**src/include/ptp_rx_pdreq_pkg.sv**
```systemverilog
package ptp_rx_pdreq_pkg;
	// ****************************************
	// register map
	// ****************************************
	localparam int ADDR_W = 9;
	localparam logic [8:0] SECONDS_OFF = 9'h178;
	localparam logic [8:0] NANOSECONDS_OFF = 9'h17C;
	localparam logic [8:0] CORR_HIGH_OFF = 9'h180;
	localparam logic [8:0] CORR_LOW_OFF = 9'h184;
	localparam logic [8:0] CHKSUM_DROP_OFF = 9'h188;
	localparam logic [8:0] FILTER_DROP_OFF = 9'h18C;
	localparam logic [2:0] PORT_BANK = 3'h1;

	// ****************************************
	// fields and resets
	// ****************************************
	localparam int SEC_W = 4;
	localparam int NS_W = 30;
	localparam int AUTO_BIT = 31;
	localparam int CORR_LOW_W = 16;
	localparam int CORR_LOW_LSB = 16;
	localparam int CORR_HIGH_W = 32;
	localparam int CORR_HIGH_LSB = 32;
	localparam logic AUTO_RST = 1'b0;
	localparam logic [31:0] READ_IDLE = 32'h0;
	localparam logic [3:0] SEC_RST = 4'h0;
	localparam logic [29:0] NS_RST = 30'h0;
	localparam logic [31:0] CORR_HIGH_RST = 32'h0;
	localparam logic [15:0] CORR_LOW_RST = 16'h0;
	localparam logic [31:0] COUNT_RST = 32'h0;
	localparam logic [31:0] COUNT_MAX = 32'hFFFF_FFFF;
	localparam logic [31:0] CLEAR_VALUE = 32'h0;
endpackage

```
**src/design/ptp_rx_peer_delay_capture_counters.sv**
```systemverilog
`timescale 1ns/1ps
// Functional notes
// - with auto-update bit 31 set, each peer-delay request loads seconds, nanoseconds, correction
// - seconds register holds 4-bit read/write value in bits 3:0, reset zero
// - nanoseconds register holds 30-bit value in bits 29:0, reset zero, bit 30 reserved
// - correction high holds bits 63:32; low holds bits 31:16 in its upper half
// - only the nanoseconds part of the correction value is kept
// - checksum-drop tally counts each packet dropped for bad UDP checksum
// - filter-drop tally counts each packet dropped by ingress filtering
// - every such dropped packet is also flagged as a MAC receive error
// - both tallies stop at all ones instead of wrapping
// - host writing zero clears a tally; events since last read are lost
// - registers respond only while the bank-select field chooses bank 1
module ptp_rx_peer_delay_capture_counters (
	input wire logic clk,
	input wire logic nrst,
	input wire logic [8:0] addr,
	input wire logic [31:0] wdata,
	input wire logic wr,
	input wire logic rd,
	output logic [31:0] rdata,
	input wire logic [2:0] bank_sel,
	input wire logic pdreq_valid,
	input wire logic [3:0] ingress_seconds,
	input wire logic [29:0] ingress_nanoseconds,
	input wire logic [63:0] correction_value,
	input wire logic checksum_drop,
	input wire logic filter_drop,
	output logic rx_error
);
	// ****************************************
	// state
	// ****************************************
	// timing set, written by the host or loaded from a received request
	logic [3:0] sec_q;
	logic [3:0] sec_d;
	logic [29:0] ns_q;
	logic [29:0] ns_d;
	logic auto_q;
	logic auto_d;
	logic [31:0] corr_hi_q;
	logic [31:0] corr_hi_d;
	logic [15:0] corr_lo_q;
	logic [15:0] corr_lo_d;
	// host read port and error report
	logic [31:0] rdata_q;
	logic [31:0] rdata_d;
	logic rx_error_q;
	logic rx_error_d;
	// tally values from the two counter instances
	logic [31:0] chk_count;
	logic [31:0] flt_count;

	// ****************************************
	// bus decode
	// ****************************************
	logic bank_ok;
	logic wr_ok;
	logic rd_ok;
	logic sec_wr;
	logic ns_wr;
	logic corr_hi_wr;
	logic corr_lo_wr;
	logic chk_wr;
	logic flt_wr;

	// port registers share one address space with the general-purpose pin bank
	assign bank_ok = bank_sel == ptp_rx_pdreq_pkg::PORT_BANK;
	assign wr_ok = wr && bank_ok;
	assign rd_ok = rd && bank_ok;
	assign sec_wr = wr_ok && addr == ptp_rx_pdreq_pkg::SECONDS_OFF;
	assign ns_wr = wr_ok && addr == ptp_rx_pdreq_pkg::NANOSECONDS_OFF;
	assign corr_hi_wr = wr_ok && addr == ptp_rx_pdreq_pkg::CORR_HIGH_OFF;
	assign corr_lo_wr = wr_ok && addr == ptp_rx_pdreq_pkg::CORR_LOW_OFF;
	assign chk_wr = wr_ok && addr == ptp_rx_pdreq_pkg::CHKSUM_DROP_OFF;
	assign flt_wr = wr_ok && addr == ptp_rx_pdreq_pkg::FILTER_DROP_OFF;

	// ****************************************
	// capture strobe
	// ****************************************
	logic capture;

	// hardware touches the timing set only while auto-update is on
	assign capture = auto_q && pdreq_valid;

	// ****************************************
	// seconds register
	// ****************************************
	always_comb begin
		sec_d = sec_q;
		if (sec_wr) begin
			sec_d = wdata[ptp_rx_pdreq_pkg::SEC_W-1:0];
		end
		// capture overrides a same-cycle host write so the set stays coherent
		if (capture) begin
			sec_d = ingress_seconds;
		end
	end

	always_ff @(posedge clk or negedge nrst) begin
		if (!nrst) begin
			sec_q <= ptp_rx_pdreq_pkg::SEC_RST;
		end else begin
			sec_q <= sec_d;
		end
	end

	// ****************************************
	// nanoseconds register
	// ****************************************
	always_comb begin
		ns_d = ns_q;
		if (ns_wr) begin
			ns_d = wdata[ptp_rx_pdreq_pkg::NS_W-1:0];
		end
		// capture overrides a same-cycle host write so the set stays coherent
		if (capture) begin
			ns_d = ingress_nanoseconds;
		end
	end

	always_ff @(posedge clk or negedge nrst) begin
		if (!nrst) begin
			ns_q <= ptp_rx_pdreq_pkg::NS_RST;
		end else begin
			ns_q <= ns_d;
		end
	end

	// ****************************************
	// auto-update control
	// ****************************************
	always_comb begin
		auto_d = auto_q;
		// writable at any time; software keeps it steady while timing is enabled
		if (ns_wr) begin
			auto_d = wdata[ptp_rx_pdreq_pkg::AUTO_BIT];
		end
	end

	always_ff @(posedge clk or negedge nrst) begin
		if (!nrst) begin
			auto_q <= ptp_rx_pdreq_pkg::AUTO_RST;
		end else begin
			auto_q <= auto_d;
		end
	end

	// ****************************************
	// correction high register
	// ****************************************
	always_comb begin
		corr_hi_d = corr_hi_q;
		if (corr_hi_wr) begin
			corr_hi_d = wdata;
		end
		// capture overrides a same-cycle host write so the set stays coherent
		if (capture) begin
			corr_hi_d = correction_value[ptp_rx_pdreq_pkg::CORR_HIGH_LSB +: ptp_rx_pdreq_pkg::CORR_HIGH_W];
		end
	end

	always_ff @(posedge clk or negedge nrst) begin
		if (!nrst) begin
			corr_hi_q <= ptp_rx_pdreq_pkg::CORR_HIGH_RST;
		end else begin
			corr_hi_q <= corr_hi_d;
		end
	end

	// ****************************************
	// correction low register
	// ****************************************
	always_comb begin
		corr_lo_d = corr_lo_q;
		if (corr_lo_wr) begin
			corr_lo_d = wdata[ptp_rx_pdreq_pkg::CORR_LOW_LSB +: ptp_rx_pdreq_pkg::CORR_LOW_W];
		end
		// sub-nanosecond fraction below the kept field is dropped
		if (capture) begin
			corr_lo_d = correction_value[ptp_rx_pdreq_pkg::CORR_LOW_LSB +: ptp_rx_pdreq_pkg::CORR_LOW_W];
		end
	end

	always_ff @(posedge clk or negedge nrst) begin
		if (!nrst) begin
			corr_lo_q <= ptp_rx_pdreq_pkg::CORR_LOW_RST;
		end else begin
			corr_lo_q <= corr_lo_d;
		end
	end

	// ****************************************
	// checksum drop tally
	// ****************************************
	// a host write loads the tally, so writing zero clears it
	drop_tally checksum_drop_tally (
		.clk(clk),
		.nrst(nrst),
		.event_pulse(checksum_drop),
		.wr_en(chk_wr),
		.wr_data(wdata),
		.count_q(chk_count)
	);

	// ****************************************
	// filter drop tally
	// ****************************************
	drop_tally filter_drop_tally (
		.clk(clk),
		.nrst(nrst),
		.event_pulse(filter_drop),
		.wr_en(flt_wr),
		.wr_data(wdata),
		.count_q(flt_count)
	);

	// ****************************************
	// read views
	// ****************************************
	// reserved bits read as zero
	logic [31:0] sec_view;
	logic [31:0] ns_view;
	logic [31:0] corr_hi_view;
	logic [31:0] corr_lo_view;
	assign sec_view = {28'h0, sec_q};
	assign ns_view = {auto_q, 1'b0, ns_q};
	assign corr_hi_view = corr_hi_q;
	assign corr_lo_view = {corr_lo_q, 16'h0};

	// ****************************************
	// read data
	// ****************************************
	always_comb begin
		rdata_d = ptp_rx_pdreq_pkg::READ_IDLE;
		// an unmapped address or another bank reads as zero
		if (rd_ok) begin
			unique case (addr)
				ptp_rx_pdreq_pkg::SECONDS_OFF: begin
					rdata_d = sec_view;
				end
				ptp_rx_pdreq_pkg::NANOSECONDS_OFF: begin
					rdata_d = ns_view;
				end
				ptp_rx_pdreq_pkg::CORR_HIGH_OFF: begin
					rdata_d = corr_hi_view;
				end
				ptp_rx_pdreq_pkg::CORR_LOW_OFF: begin
					rdata_d = corr_lo_view;
				end
				ptp_rx_pdreq_pkg::CHKSUM_DROP_OFF: begin
					rdata_d = chk_count;
				end
				ptp_rx_pdreq_pkg::FILTER_DROP_OFF: begin
					rdata_d = flt_count;
				end
				default: begin
					rdata_d = ptp_rx_pdreq_pkg::READ_IDLE;
				end
			endcase
		end
	end

	always_ff @(posedge clk or negedge nrst) begin
		if (!nrst) begin
			rdata_q <= ptp_rx_pdreq_pkg::READ_IDLE;
		end else begin
			rdata_q <= rdata_d;
		end
	end

	// ****************************************
	// error report
	// ****************************************
	always_comb begin
		rx_error_d = 1'b0;
		// one pulse even when both drop reasons hit the same packet
		if (checksum_drop || filter_drop) begin
			rx_error_d = 1'b1;
		end
	end

	always_ff @(posedge clk or negedge nrst) begin
		if (!nrst) begin
			rx_error_q <= 1'b0;
		end else begin
			rx_error_q <= rx_error_d;
		end
	end

	// ****************************************
	// outputs
	// ****************************************
	assign rdata = rdata_q;
	assign rx_error = rx_error_q;
endmodule

```
**src/design/drop_tally.sv**
```systemverilog
`timescale 1ns/1ps
// saturating event tally with host write
module drop_tally (
	input wire logic clk,
	input wire logic nrst,
	input wire logic event_pulse,
	input wire logic wr_en,
	input wire logic [31:0] wr_data,
	output logic [31:0] count_q
);
	logic [31:0] count_d;

	always_comb begin
		count_d = count_q;
		if (event_pulse && count_q != ptp_rx_pdreq_pkg::COUNT_MAX) begin
			count_d = count_q + 32'h1;
		end
		// host write wins over a same-cycle event
		if (wr_en) begin
			count_d = wr_data;
		end
	end

	always_ff @(posedge clk or negedge nrst) begin
		if (!nrst) begin
			count_q <= ptp_rx_pdreq_pkg::COUNT_RST;
		end else begin
			count_q <= count_d;
		end
	end
endmodule

```
**config.mk**
```make
export PLATFORM = sky130hd
export DESIGN_NAME = ptp_rx_peer_delay_capture_counters
export DESIGN_NICKNAME = d
export VERILOG_FILES = /design/src/include/ptp_rx_pdreq_pkg.sv /design/src/design/ptp_rx_peer_delay_capture_counters.sv /design/src/design/drop_tally.sv
export SDC_FILE = /design/constraint.sdc
export NUM_CORES = 1
export LEC_CHECK = 0
export BUFFER_PORTS_ARGS = -buffer_cell sky130_fd_sc_hd__buf_4
export CAP_MARGIN = 20
export CORE_MARGIN = 5
export CORE_UTILIZATION = 30
export CTS_BUF_LIST = sky130_fd_sc_hd__clkbuf_16
export CTS_CLUSTER_SIZE = 28
export DETAILED_ROUTE_END_ITERATION = 10
export PLACE_DENSITY = 0.53
export RECOVER_POWER = 25
export SLEW_MARGIN = 0
export SYNTH_ARGS = -nofsm -noshare
export SYNTH_HDL_FRONTEND = slang
export SYNTH_SLANG_ARGS = --single-unit
```
**constraint.sdc**
```tcl
create_clock -name clk -period 1.95 [get_ports clk]
set_clock_uncertainty 0.05 [all_clocks]
set_input_delay 0.0975 -clock clk [delete_from_list [all_inputs] [get_ports clk]]
set_output_delay 0.0975 -clock clk [all_outputs]
set_load 0.1 [all_outputs]
```
* Word level (Yosys, flattened, before mapping) *
Index checks and enable logic that the tools add are counted.

word-level totals
  flip-flop bits (word level) = 180
  bits in latches = 0
  memory bits (writable) = 0
  ROM bits = 0
  output and inout bits = 33
  word-level logic and storage cells = 53
  memories kept = 0

cells by class
  $add $sub $neg = 2
  multipliers = 0
  divide/modulo/power cells = 0
  order comparisons = 0
  equality and inequality tests = 9
  shift-type cells = 0
  mux-type cells = 15
  bitwise gates (word level) = 0
  reductions and logical operators = 18

operators with widths
  cell                                                 number
  two-way mux 32 bit                                   7
  case mux 32 bit (6 select lines)                     1
  adder 32 x 1 -> 32 bit, second input constant        2
  inequality test 32 bit, second input constant        2
  two-way mux 30 bit                                   2
  equality test 9 bit, second input constant           6
  two-way mux 16 bit                                   2
  nonzero test 2 bit                                   6
  logical AND 1 bit                                    11
  two-way mux 4 bit                                    2
  equality test 3 x 1 -> 1 bit, second input constant  1
  logical OR 1 bit                                     1
  two-way mux 1 bit                                    1

* Depth between registers and ports, before layout *
Gate-level depths: netlist of the first run.

  word-level depth = 5
  depth in mapped cells = 9
  depth with buffers taken out = 7

* Modules after synthesis *
From an unflattened synthesis of the first run, not the netlist that was laid out.

unflattened totals
  cells, all modules = 1107
  area total of the unflattened synthesis = 10491.3 um^2

modules (own cells, without submodules)
  module                              times used  cells an instance  area each (um^2)  sequential area each (um^2)
  ptp_rx_peer_delay_capture_counters  1           618                6214.7            2902.8
  drop_tally (checksum_drop_tally)    1           246                2154.6            800.8
  drop_tally (filter_drop_tally)      1           243                2122.0            800.8

* Least setup slack after synthesis of the first run *
Ideal clock, no wire load.

  kind = register -> register
  from = register filter_drop_tally.count_q[0]
  to = register filter_drop_tally.count_q[21]
  setup time = 0.137 ns
  data arrival time = 1.958 ns
  path slack = -0.195 ns
  stages on the path, launching flop included = 10
  cell sequence = dfrtp_1 > ha_1 > nand3_2 > or2_1 > buf_6 > o41ai_4 > buf_6 > nor3_1 > xnor2_1 > a21oi_1

between the ends
  cells in the longest elaborated chain, start to end = 3
  elaborated cells on any way between the ends = 6
  classes of those cells = add/sub: 1; eq/ne: 1; mux: 2; reduce/logical: 2

RTL lines
  item                                                              line                                source
  start: declaration                                                drop_tally.sv:9                     output logic [31:0] count_q
  start signal: assignment                                          drop_tally.sv:26                    count_q <= ptp_rx_pdreq_pkg::COUNT_RST;
  start signal: assignment                                          drop_tally.sv:28                    count_q <= count_d;
  adder 32 x 1 -> 32 bit or inequality test 32 bit (tied branches)  drop_tally.sv:16, drop_tally.sv:15
  two-way mux 32 bit or logical AND 1 bit (tied branches)           drop_tally.sv:15                    if (event_pulse && count_q != ptp_rx_pdreq_pkg::COUNT_MAX) begin
  two-way mux 32 bit or nonzero test 2 bit (tied branches)          -

Parallel ways exist; a longest one is shown, timed or not. The select of a mux whose other input is x is not followed.
A chain may end at the register's enable or synchronous reset.

* Worst setup path in the final report of the first run *
  from = register filter_drop_tally.count_q[1]
  to = register filter_drop_tally.count_q[21]

Same word-level chain as after synthesis.

==> impl_metrics.csv, run 1 <==
group,metric,value,unit
grt,grt.busiest_layer,"met2",
floorplanning,num_io_pins,182,
floorplanning,fp-row-count,64,
timing,timing.fmax,0.499,GHz
hold_path,min_from,"addr[7]",
power,p_per_area,649,mW/mm2
timing,whs,174,ps
synthesis,synth_ff_type,"dfrtp_1",
grt,grtUsageTotal,18.9,%
cts,root_buffer,"clkbuf_16",
routing,ant_nets,0,
synthesis,yosysTopAreaCell,"dfrtp_1",
synthesis,synth_edf_count,0,
grt,met2_usage,31.9,%
routing,dr.first_iter.drc_count,584,
cts,max-clock-path-buffers,2,
synthesis,ys_seq_area_share,48.3,%
timing,slew_violations,0,
final_layout,ff_latch_area,0.00451,mm2
hold_path,hp-class,"input pin to flip-flop",
grt,grt_max_degree,74,
synthesis,ys_seq_elements,180,
timing,slew_headroom,28.4,%
critical_path,timing.rr.end,"filter_drop_tally.count_q[21]",
synthesis,syn_inst,1012,
cts,worstSkewPairLatency,430,ps
synthesis,synth_top_area_share,48.3,%
critical_path,crit_path_end,"filter_drop_tally.count_q[21]",
routing,wire_per_inst,17.8,um
critical_path,path_max_fanout,4,
critical_path,cp.required,2250,ps
synthesis,netlist_top_cells_area,"dfrtp_1 (48%), nand2_1 (7.2%), o21ai_0 (6.3%), mux2i_1 (5.3%), a22oi_1 (4.8%)",
floorplanning,die_h,186,um
critical_path,reg2reg_depth,9,
critical_path,worstSetupPathType,"flip-flop to flip-flop",
cts,h-tree-depth,4,
final_layout,n_antenna_cell,0,
synthesis,ys_warn_count,0,
synthesis,syn_nets,1163,
cts,cts_made_buffers,17,
final_layout,fillers,2932,
critical_path,end_kind,"flip-flop",
power,ir_drop,568,uV
floorplanning,core_area,0.0307,mm2
timing,worstMarginPinSlew,1070,ps
synthesis,synth_cell_types,51,
floorplanning,die_w,186,um
place,gp_congestion,0.893,
floorplanning,initial_core_util,30.4,%
power,power_leakage,6.51,nW
critical_path,startpoint,"filter_drop_tally.count_q[1]",
place,place_ws,-70.2,ps
floorplanning,die_area,0.0347,mm2
grt,grt_first_pass_wirelength,51600,um
routing,routed_wl,32800,um
cts,cts_tree,"yes",
hold_path,holdPathStages,5,
timing,finalSetupViolations,13,
place,place_hpwl,23300,um
timing,min_period_over_period,103,%
outcome,status,"finished, violations left",
grt,antenna_found_initial,1,
routing,num_vias,9153,
routing,drc,0,
critical_path,worstPathArrival,2310,ps
grt,grt_pass1_vias,9590,
final_layout,layout-drive-gt1-share,29.4,%
synthesis,synthArstFlopShare,100,%
timing,period_minus_slack,2000,ps
outcome,violations,"setup timing",
final_layout,area_growth,57.3,%
flow_run,cap_violations,0,
synthesis,avgSynthCellArea,9.21,um2
grt,grt_use_met3,3.38,%
critical_path,start_kind,"flip-flop",
final_layout,final_core_util,47.8,%
routing,via_per_inst,4.97,
cts,clk_pin_slew,70,ps
synthesis,netlist_area,0.00932,mm2
routing,drtPass1Iterations,6,
grt,grt_overflow_total,0,
final_layout,multiInputGateArea,0.00492,mm2
grt,met1_usage,25.5,%
place,port_buffers,165,
timing,setup_ws,-52.3,ps
timing,hold_viol_final,0,
cts,cts_sinks,180,
critical_path,r2r_slack,-50,ps
final_layout,nets,1584,
timing,rsz0062_at_grt,"yes",
critical_path,r2r_start,"filter_drop_tally.count_q[1]",
-- synthesized netlist by cell type, drive strengths merged (5+ instances only) --
library cell,number
a31oi,14
nand3,31
nand4,18
mux2i,49
nor4,7
o21ai,132
buf,16
dfrtp,180
a21oi,70
and4,9
inv,6
nor3,23
nor3b,7
clkbuf,52
and3,13
xnor2,40
nand2,179
a222oi,5
xor2,19
and2,26
a22oi,59
nor2,33
-- how the worst min path moves through the flow --
| stage | slack, ps | endpoint |
|---|---|---|
| CTS | 150 | rdata[3] |
| detailed placement | -130 | rdata[24] |
| global route | 190 | rdata[3] |
| finish | 170 | rdata[3] |
| floorplan | -250 | auto_q |
| global placement | -130 | rdata[24] |
-- per-stage QoR --
stage / area, um2 / power, mW / setup TNS, ps / std cells
finish: 14700 / 9.51 / -328 / 1840
global route: 14700 / 9.92 / -3430 / 1840
CTS: 14300 / 9.46 / -269 / 1824
detailed placement: 12100 / 5.47 / -1510 / 1647
global placement: 12100 / 5.43 / -903 / 1647
floorplan: 9350 / 4.64 / -1410 / 1012
-- registers in the layout (all words and copies together) (netlist names) --
signal / flops
corr_hi_q: 32
corr_lo_q: 16
ns_q: 30
auto_q: 1
checksum_drop_tally.count_q: 32
filter_drop_tally.count_q: 32
rx_error: 1
sec_q: 4
rdata: 32
-- worst max-delay path, cell delays in order, from the launching register on --
cell and delay [ps]:
dfrtp_1 390, ha_4 170, nand3_4 100, or2_4 260, o41ai_4 320, buf_4 200, nor3_2 50, buf_4 130
xnor2_1 110, a21oi_1 150
-- repair_timing --
item                       CTS  global route
hold buffers               147             0
resized for setup           16            85
setup buffers                0            16
cloned                       0             0
setup endpoints to repair   48            67
pin swaps                    3            46
hold endpoints to repair   328             0
-- layout by cell type (no fill, tap or decap), types with 3 or more instances in the layout --
cell type	synthesis	layout
nor3_1	22	14
and3_1	13	8
nand3_2	1	9
nor3b_4	0	3
buf_6	2	7
nand2_1	179	175
clkinv_1	0	3
xor2_1	19	19
xnor2_1	40	37
nor4_2	3	3
buf_4	1	298
and2_1	26	25
dlygate4sd3_1	0	147
nand4_1	16	16
nand3_1	30	21
a22oi_1	59	59
mux2i_1	49	49
xnor2_2	0	3
nor3_2	1	4
clkbuf_16	0	17
nor3_4	0	5
inv_1	6	8
and4_1	8	4
o21ai_1	14	38
o21ai_0	118	94
bufinv_16	0	5
a222oi_1	5	5
nand2_2	0	4
and3_4	0	4
and4_4	1	4
a31oi_1	14	14
nor3b_1	4	3
buf_12	0	15
nor4_4	0	4
nor2_2	0	3
a21oi_1	70	68
dfrtp_1	180	179
nor2_4	0	4
nor2_1	33	26
-- metal layers --
layer  share of wire (%)  routed length, um
met5                   0                  0
met4                 1.1                364
met3                 4.6               1520
met2                  49              16000
met1                  46              15000
-- logic make-up (layout without fill, tap and decap cells) --
group	after synthesis	after routing	share of synthesized area, %
and+or+nand+nor	359	359	19.1
AOI/OAI and AO/OA	288	288	18.1
DFF	180	180	48.3
buffers and inverters	74	506	3.33
xor gates and xnor gates	59	59	5.54
muxes	50	50	5.38
adders and majority gates	2	2	0.268
-- layout make-up --
type / count / area share [%]
flip-flops and latches: 180 / 30.7
well taps: 396 / 3.38
multi-input cells: 758 / 33.5
clock buffers: 17 / 2.90
inverters: 6 / 0.154
repair buffers: 470 / 28.0
clock inverters: 13 / 1.31
-- power breakdown --
part | switching [mW] | leakage [nW] | internal (mW) | total, mW
Sequential | 0.179 | 2.48 | 3.94 | 4.11
Combinational | 0.729 | 3.72 | 0.922 | 1.65
Clock | 1.50 | 0.308 | 2.24 | 3.75
Total | 2.41 | 6.51 | 7.10 | 9.51
No activity file was read; power rests on OpenSTA's default activity.
==> inputs of run 2 (changes only) <==
Settings changed: CORE_UTILIZATION 30 to 50, CTS_BUF_LIST sky130_fd_sc_hd__clkbuf_16 to sky130_fd_sc_hd__clkbuf_2, PLACE_DENSITY 0.53 to 0.79.
==> impl_metrics.csv, run 2 (same netlist as run 1, synthesis figures left out) <==
group,metric,value,unit
place,place_hpwl,21200,um
timing,rsz0062_at_grt,"yes",
outcome,violations,"setup timing",
grt,antenna_found_initial,1,
power,p_per_area,568,mW/mm2
timing,slew_headroom,6.42,%
final_layout,final_core_util,79.4,%
final_layout,final_common_cell,"buf_4",
routing,ant_nets,0,
critical_path,critical_path.slowest_cell,"dfrtp_1",
grt,grtUsageTotal,32.9,%
final_layout,ff_latch_area,0.00451,mm2
hold_path,hp-class,"input pin to flip-flop",
timing,setup_ws,-273,ps
power,ir_drop,424,uV
critical_path,end_kind,"flip-flop",
hold_path,holdPathStages,4,
cts,h-tree-depth,4,
floorplanning,die_h,147,um
floorplanning,initial_core_util,50.3,%
timing,whs,13.9,ps
critical_path,worstPathBufferInverterCount,3,
critical_path,worstPathCellList,"and3_1 -> nand4_4 -> o41ai_4 -> buf_4 -> buf_12 -> buf_4 -> nor3_2 -> xnor2_1 -> o21ai_1",
cts,max-clock-path-buffers,2,
cts,clk_pin_slew,300,ps
floorplanning,num_io_pins,182,
critical_path,cp.required,2620,ps
grt,grt_overflow_total,0,
final_layout,layout_common_cells,"buf_4 (310), dlygate4sd3_1 (179), nand2_1 (175)",
final_layout,fillers,987,
timing,slew_violations,0,
floorplanning,fp-row-count,50,
cts,root_buffer,"clkbuf_2",
grt,grt_pass1_vias,10700,
cts,worstSkewPairLatency,830,ps
timing,finalSetupViolations,68,
critical_path,start_kind,"flip-flop",
final_layout,stdcell_count,1730,
power,p_total,8.35,mW
outcome,status,"finished, violations left",
grt,grt_first_pass_wirelength,56800,um
final_layout,multiInputGateArea,0.00502,mm2
critical_path,critical_path_depth,9,
routing,wire_per_inst,23.8,um
grt,grt_max_degree,60,
place,dpl_cell_area,0.0117,mm2
final_layout,design_area,0.0147,mm2
place,dp.cells,1470,
routing,num_vias,11100,
power,power_leakage,6.62,nW
routing,dr.first_iter.drc_count,1949,
critical_path,crit_top_cell,"buf_4",
floorplanning,die_area,0.0215,mm2
routing,drtPass1Iterations,9,
timing,timing.fmax,0.450,GHz
cts,cts_made_buffers,17,
place,gp_congestion,0.965,
final_layout,area_growth,57.8,%
timing,hold_viol_final,0,
critical_path,cp_top_family,"compound AO/OA/AOI/OAI gates",
cts,cts_sinks,180,
critical_path,reg2reg_depth,9,
floorplanning,core_area,0.0185,mm2
routing,drc,0,
final_layout,layout-drive-gt1-share,31.0,%
critical_path,worstPathArrival,2890,ps
routing,via_per_inst,6.42,
critical_path,crit_path_max_incr_delay,460,ps
timing,worstMarginPinSlew,1400,ps
critical_path,path_max_fanout,6,
cts,cts_tree,"yes",
timing,min_period_over_period,114,%
final_layout,nets,1634,
routing,routed_wl,41100,um
flow_run,cap_violations,0,
timing,period_minus_slack,2220,ps
place,port_buffers,165,
floorplanning,die_w,147,um
critical_path,worstSetupPathType,"flip-flop to flip-flop",
==> run 2: final cells by class <==
type / count / share of cell area [%]
multi-input cells: 759 / 34.1
repair buffers: 519 / 31.2
flip-flops and latches: 180 / 30.7
well taps: 234 / 1.99
clock inverters: 13 / 1.25
clock buffers: 18 / 0.613
inverters: 6 / 0.153
diodes: 1 / 0.0170
==> run 2: worst reg2reg max path, delay by kind of cell, from the launching register on <==
family                    cells  cell delay, ps
xor gates and xnor gates      1             200
and+or+nand+nor               3             490
AOI/OAI and AO/OA             2             500
buffers and inverters         3             430
DFF                           1             460
==> run 2: timing repair <==
item / 4_1_cts / 5_1_grt
gates resized for setup: 59 / 79
setup buffers: 16 / 31
endpoints found under the setup margin: 47 / 80
hold endpoints to repair: 360 / 6
hold buffers: 173 / 6
pin swaps: 37 / 74
gates cloned: 2 / 1
==> run 2: metrics by stage <==
stage	setup slack (ps)	TNS [ps]
2_1_floorplan	-144	-1410
3_3_place_gp	-14.5	-37.2
3_5_place_dp	-78.5	-913
4_1_cts	-53.2	-677
5_1_grt	-445	-13660
6_report	-273	-7320
==> run 2: metal layers <==
layer / up-vias / track usage, % / share of wire (%)
met5: - / 0 / 0
met4: 0 / 12.7 / 6.7
met3: 308 / 7.20 / 12
met2: 1055 / 56.8 / 47
met1: 5196 / 40.6 / 34
li1: 4544 / - / -
==> run 2: report_power, final <==
group          switching, mW  internal, mW  leakage (nW)
clock network           1.42         0.838         0.148
registers              0.170          3.94          2.47
logic                  0.948          1.03          4.00
==> run 2: worst paths after layout <==
| kind | startpoint | end | slack [ps] |
|---|---|---|---|
| max | filter_drop_tally.count_q[23] | filter_drop_tally.count_q[11] | -270 |
| min in group asynchronous | nrst | checksum_drop_tally.count_q[8] | 620 |
| max reg2reg | filter_drop_tally.count_q[23] | filter_drop_tally.count_q[11] | -270 |
| min reg2reg | corr_lo_q[9] | corr_lo_q[9] | 480 |
| min | wdata[23] | checksum_drop_tally.count_q[23] | 10 |
| max in group asynchronous | nrst | filter_drop_tally.count_q[12] | 200 |
==> inputs of run 3 (changes only) <==
Settings changed: PLACE_DENSITY 0.79 to 0.76.
Clock period 1.95 ns to 2.42 ns, I/O delays scaled along.
==> impl_metrics.csv, run 3 (same netlist as run 1, synthesis figures left out) <==
group,metric,value,unit
final_layout,stdcell_count,1640,
final_layout,nets,1544,
final_layout,final_common_cell,"dlygate4sd3_1",
final_layout,layout_common_cells,"dlygate4sd3_1 (213), buf_4 (205), dfrtp_1 (178)",
timing,finalSetupViolations,0,
critical_path,r2r_start,"filter_drop_tally.count_q[0]",
timing,period_minus_slack,2370,ps
grt,grt_max_degree,58,
hold_path,whs_endpoint,"rdata[28]",
cts,h-tree-depth,4,
critical_path,worstPathCellList,"ha_1 -> nand3_2 -> or2_1 -> o41ai_4 -> buf_4 -> nor2_1 -> xnor2_1 -> a21oi_1",
power,ir_drop,261,uV
floorplanning,initial_core_util,50.3,%
cts,max-clock-path-buffers,2,
floorplanning,die_w,147,um
power,power_leakage,5.90,nW
critical_path,worstPathArrival,3010,ps
critical_path,end_kind,"flip-flop",
grt,grt_first_pass_wirelength,50900,um
hold_path,holdPathStages,6,
grt,grtUsageTotal,29.4,%
grt,grt_overflow_total,0,
critical_path,r2r_slack,50,ps
final_layout,fillers,1256,
critical_path,start_kind,"flip-flop",
floorplanning,num_io_pins,182,
timing,timing.fmax,0.421,GHz
flow_run,cap_violations,0,
final_layout,n_antenna_cell,0,
grt,grt_pass1_vias,9871,
timing,worstMarginPinSlew,1090,ps
critical_path,worstSetupPathType,"flip-flop to flip-flop",
critical_path,timing.rr.end,"filter_drop_tally.count_q[7]",
outcome,status,"complete, no violations",
routing,routed_wl,31600,um
routing,dr.first_iter.drc_count,852,
routing,wire_per_inst,19.2,um
cts,cts_tree,"yes",
place,gp_congestion,0.931,
hold_path,hp-class,"input pin to flip-flop",
routing,num_vias,9542,
grt,antenna_found_initial,0,
timing,whs,65.8,ps
floorplanning,die_area,0.0215,mm2
routing,via_per_inst,5.82,
place,place_hpwl,19600,um
critical_path,reg2reg_depth,8,
floorplanning,core_area,0.0185,mm2
critical_path,cp.required,3060,ps
final_layout,ff_latch_area,0.00451,mm2
floorplanning,fp-row-count,50,
routing,drc,0,
place,port_buffers,165,
floorplanning,die_h,147,um
critical_path,startpoint,"filter_drop_tally.count_q[0]",
timing,min_period_over_period,98.1,%
timing,slew_violations,0,
final_layout,area_growth,43.5,%
critical_path,critical_path.slowest_cell,"dfrtp_1",
final_layout,layout-drive-gt1-share,19.3,%
cts,worstSkewPairLatency,780,ps
cts,cts_made_buffers,17,
timing,slew_headroom,27.1,%
routing,drtPass1Iterations,6,
hold_path,min_from,"addr[0]",
timing,hold_viol_final,0,
critical_path,path_max_fanout,17,
cts,clk_pin_slew,280,ps
power,p_per_area,431,mW/mm2
final_layout,multiInputGateArea,0.00458,mm2
cts,root_buffer,"clkbuf_2",
routing,ant_nets,0,
cts,cts_sinks,180,
place,dp.cells,1387,
critical_path,crit_path_max_incr_delay,510,ps
==> run 3: changes by cell type in the layout (fill, tap and decap cells not counted), sizes merged, moves of 4 or more <==
cell,previous run,this run
clkinv,4,8
buf,338,209
clkbuf,20,25
dlygate4sd3,179,213
bufinv,4,0
==> run 3: critical path: cells and delay by family, from the launching register on <==
family	cells	cell delay [ps]
AND/OR/NAND/NOR	3	540
AO/OA/AOI/OAI	2	520
flip-flops	1	510
buffers and inverters	1	290
adder cells (fa/ha/maj)	1	230
XOR/XNOR	1	130
==> run 3: how the worst max path moves through the flow <==
stage                                      endpoint  slack [ps]
finish                 filter_drop_tally.count_q[7]          50
global route                          corr_hi_q[31]         -20
CTS                 checksum_drop_tally.count_q[18]          20
detailed placement  checksum_drop_tally.count_q[26]         190
global placement    checksum_drop_tally.count_q[26]         210
floorplan             filter_drop_tally.count_q[21]         280
==> run 3: area by class of cell <==
| class | instances | share of cell area [%] |
|---|---|---|
| Clock buffer | 19 | 0.711 |
| Clock inverter | 13 | 0.636 |
| Inverter | 6 | 0.168 |
| Multi-Input combinational cell | 759 | 34.3 |
| Sequential cell | 180 | 33.7 |
| Tap cell | 234 | 2.19 |
| Timing Repair Buffer | 429 | 28.3 |
==> run 3: stage by stage <==
stage               setup TNS, ps  power [mW]  utilization, %  setup WS, ps  instance area (um2)
detailed placement              0        4.18            59.3           192                11000
global placement                0        4.15            59.3           210                11000
global route                -30.2        6.02            72.2         -16.7                13400
CTS                             0        5.73            72.0          15.0                13300
floorplan                       0        3.73               -           275                 9320
finish                          0        5.76            72.2          46.4                13400
==> run 3: power by group <==
part	total (mW)	switching [mW]	internal (mW)	leakage (nW)
Clock	1.32	1.05	0.270	0.115
Combinational	1.07	0.475	0.592	3.30
Sequential	3.37	0.195	3.18	2.48
Total	5.76	1.72	4.04	5.90
==> run 3: timing repair <==
item / CTS / global route
hold buffers: 215 / 0
buffers inserted: 0 / 5
endpoints found under the hold margin: 360 / 0
gates resized for setup: 0 / 9
endpoints found under the setup margin: 0 / 18
==> run 3: metal layers <==
layer | share of wire, % | up-vias | global-route usage, %
met5 | 0 | - | 0
met4 | 3.5 | 0 | 12.5
met3 | 7.4 | 106 | 5.65
met2 | 48 | 487 | 48.7
met1 | 41 | 4580 | 37.8
li1 | - | 4369 | -
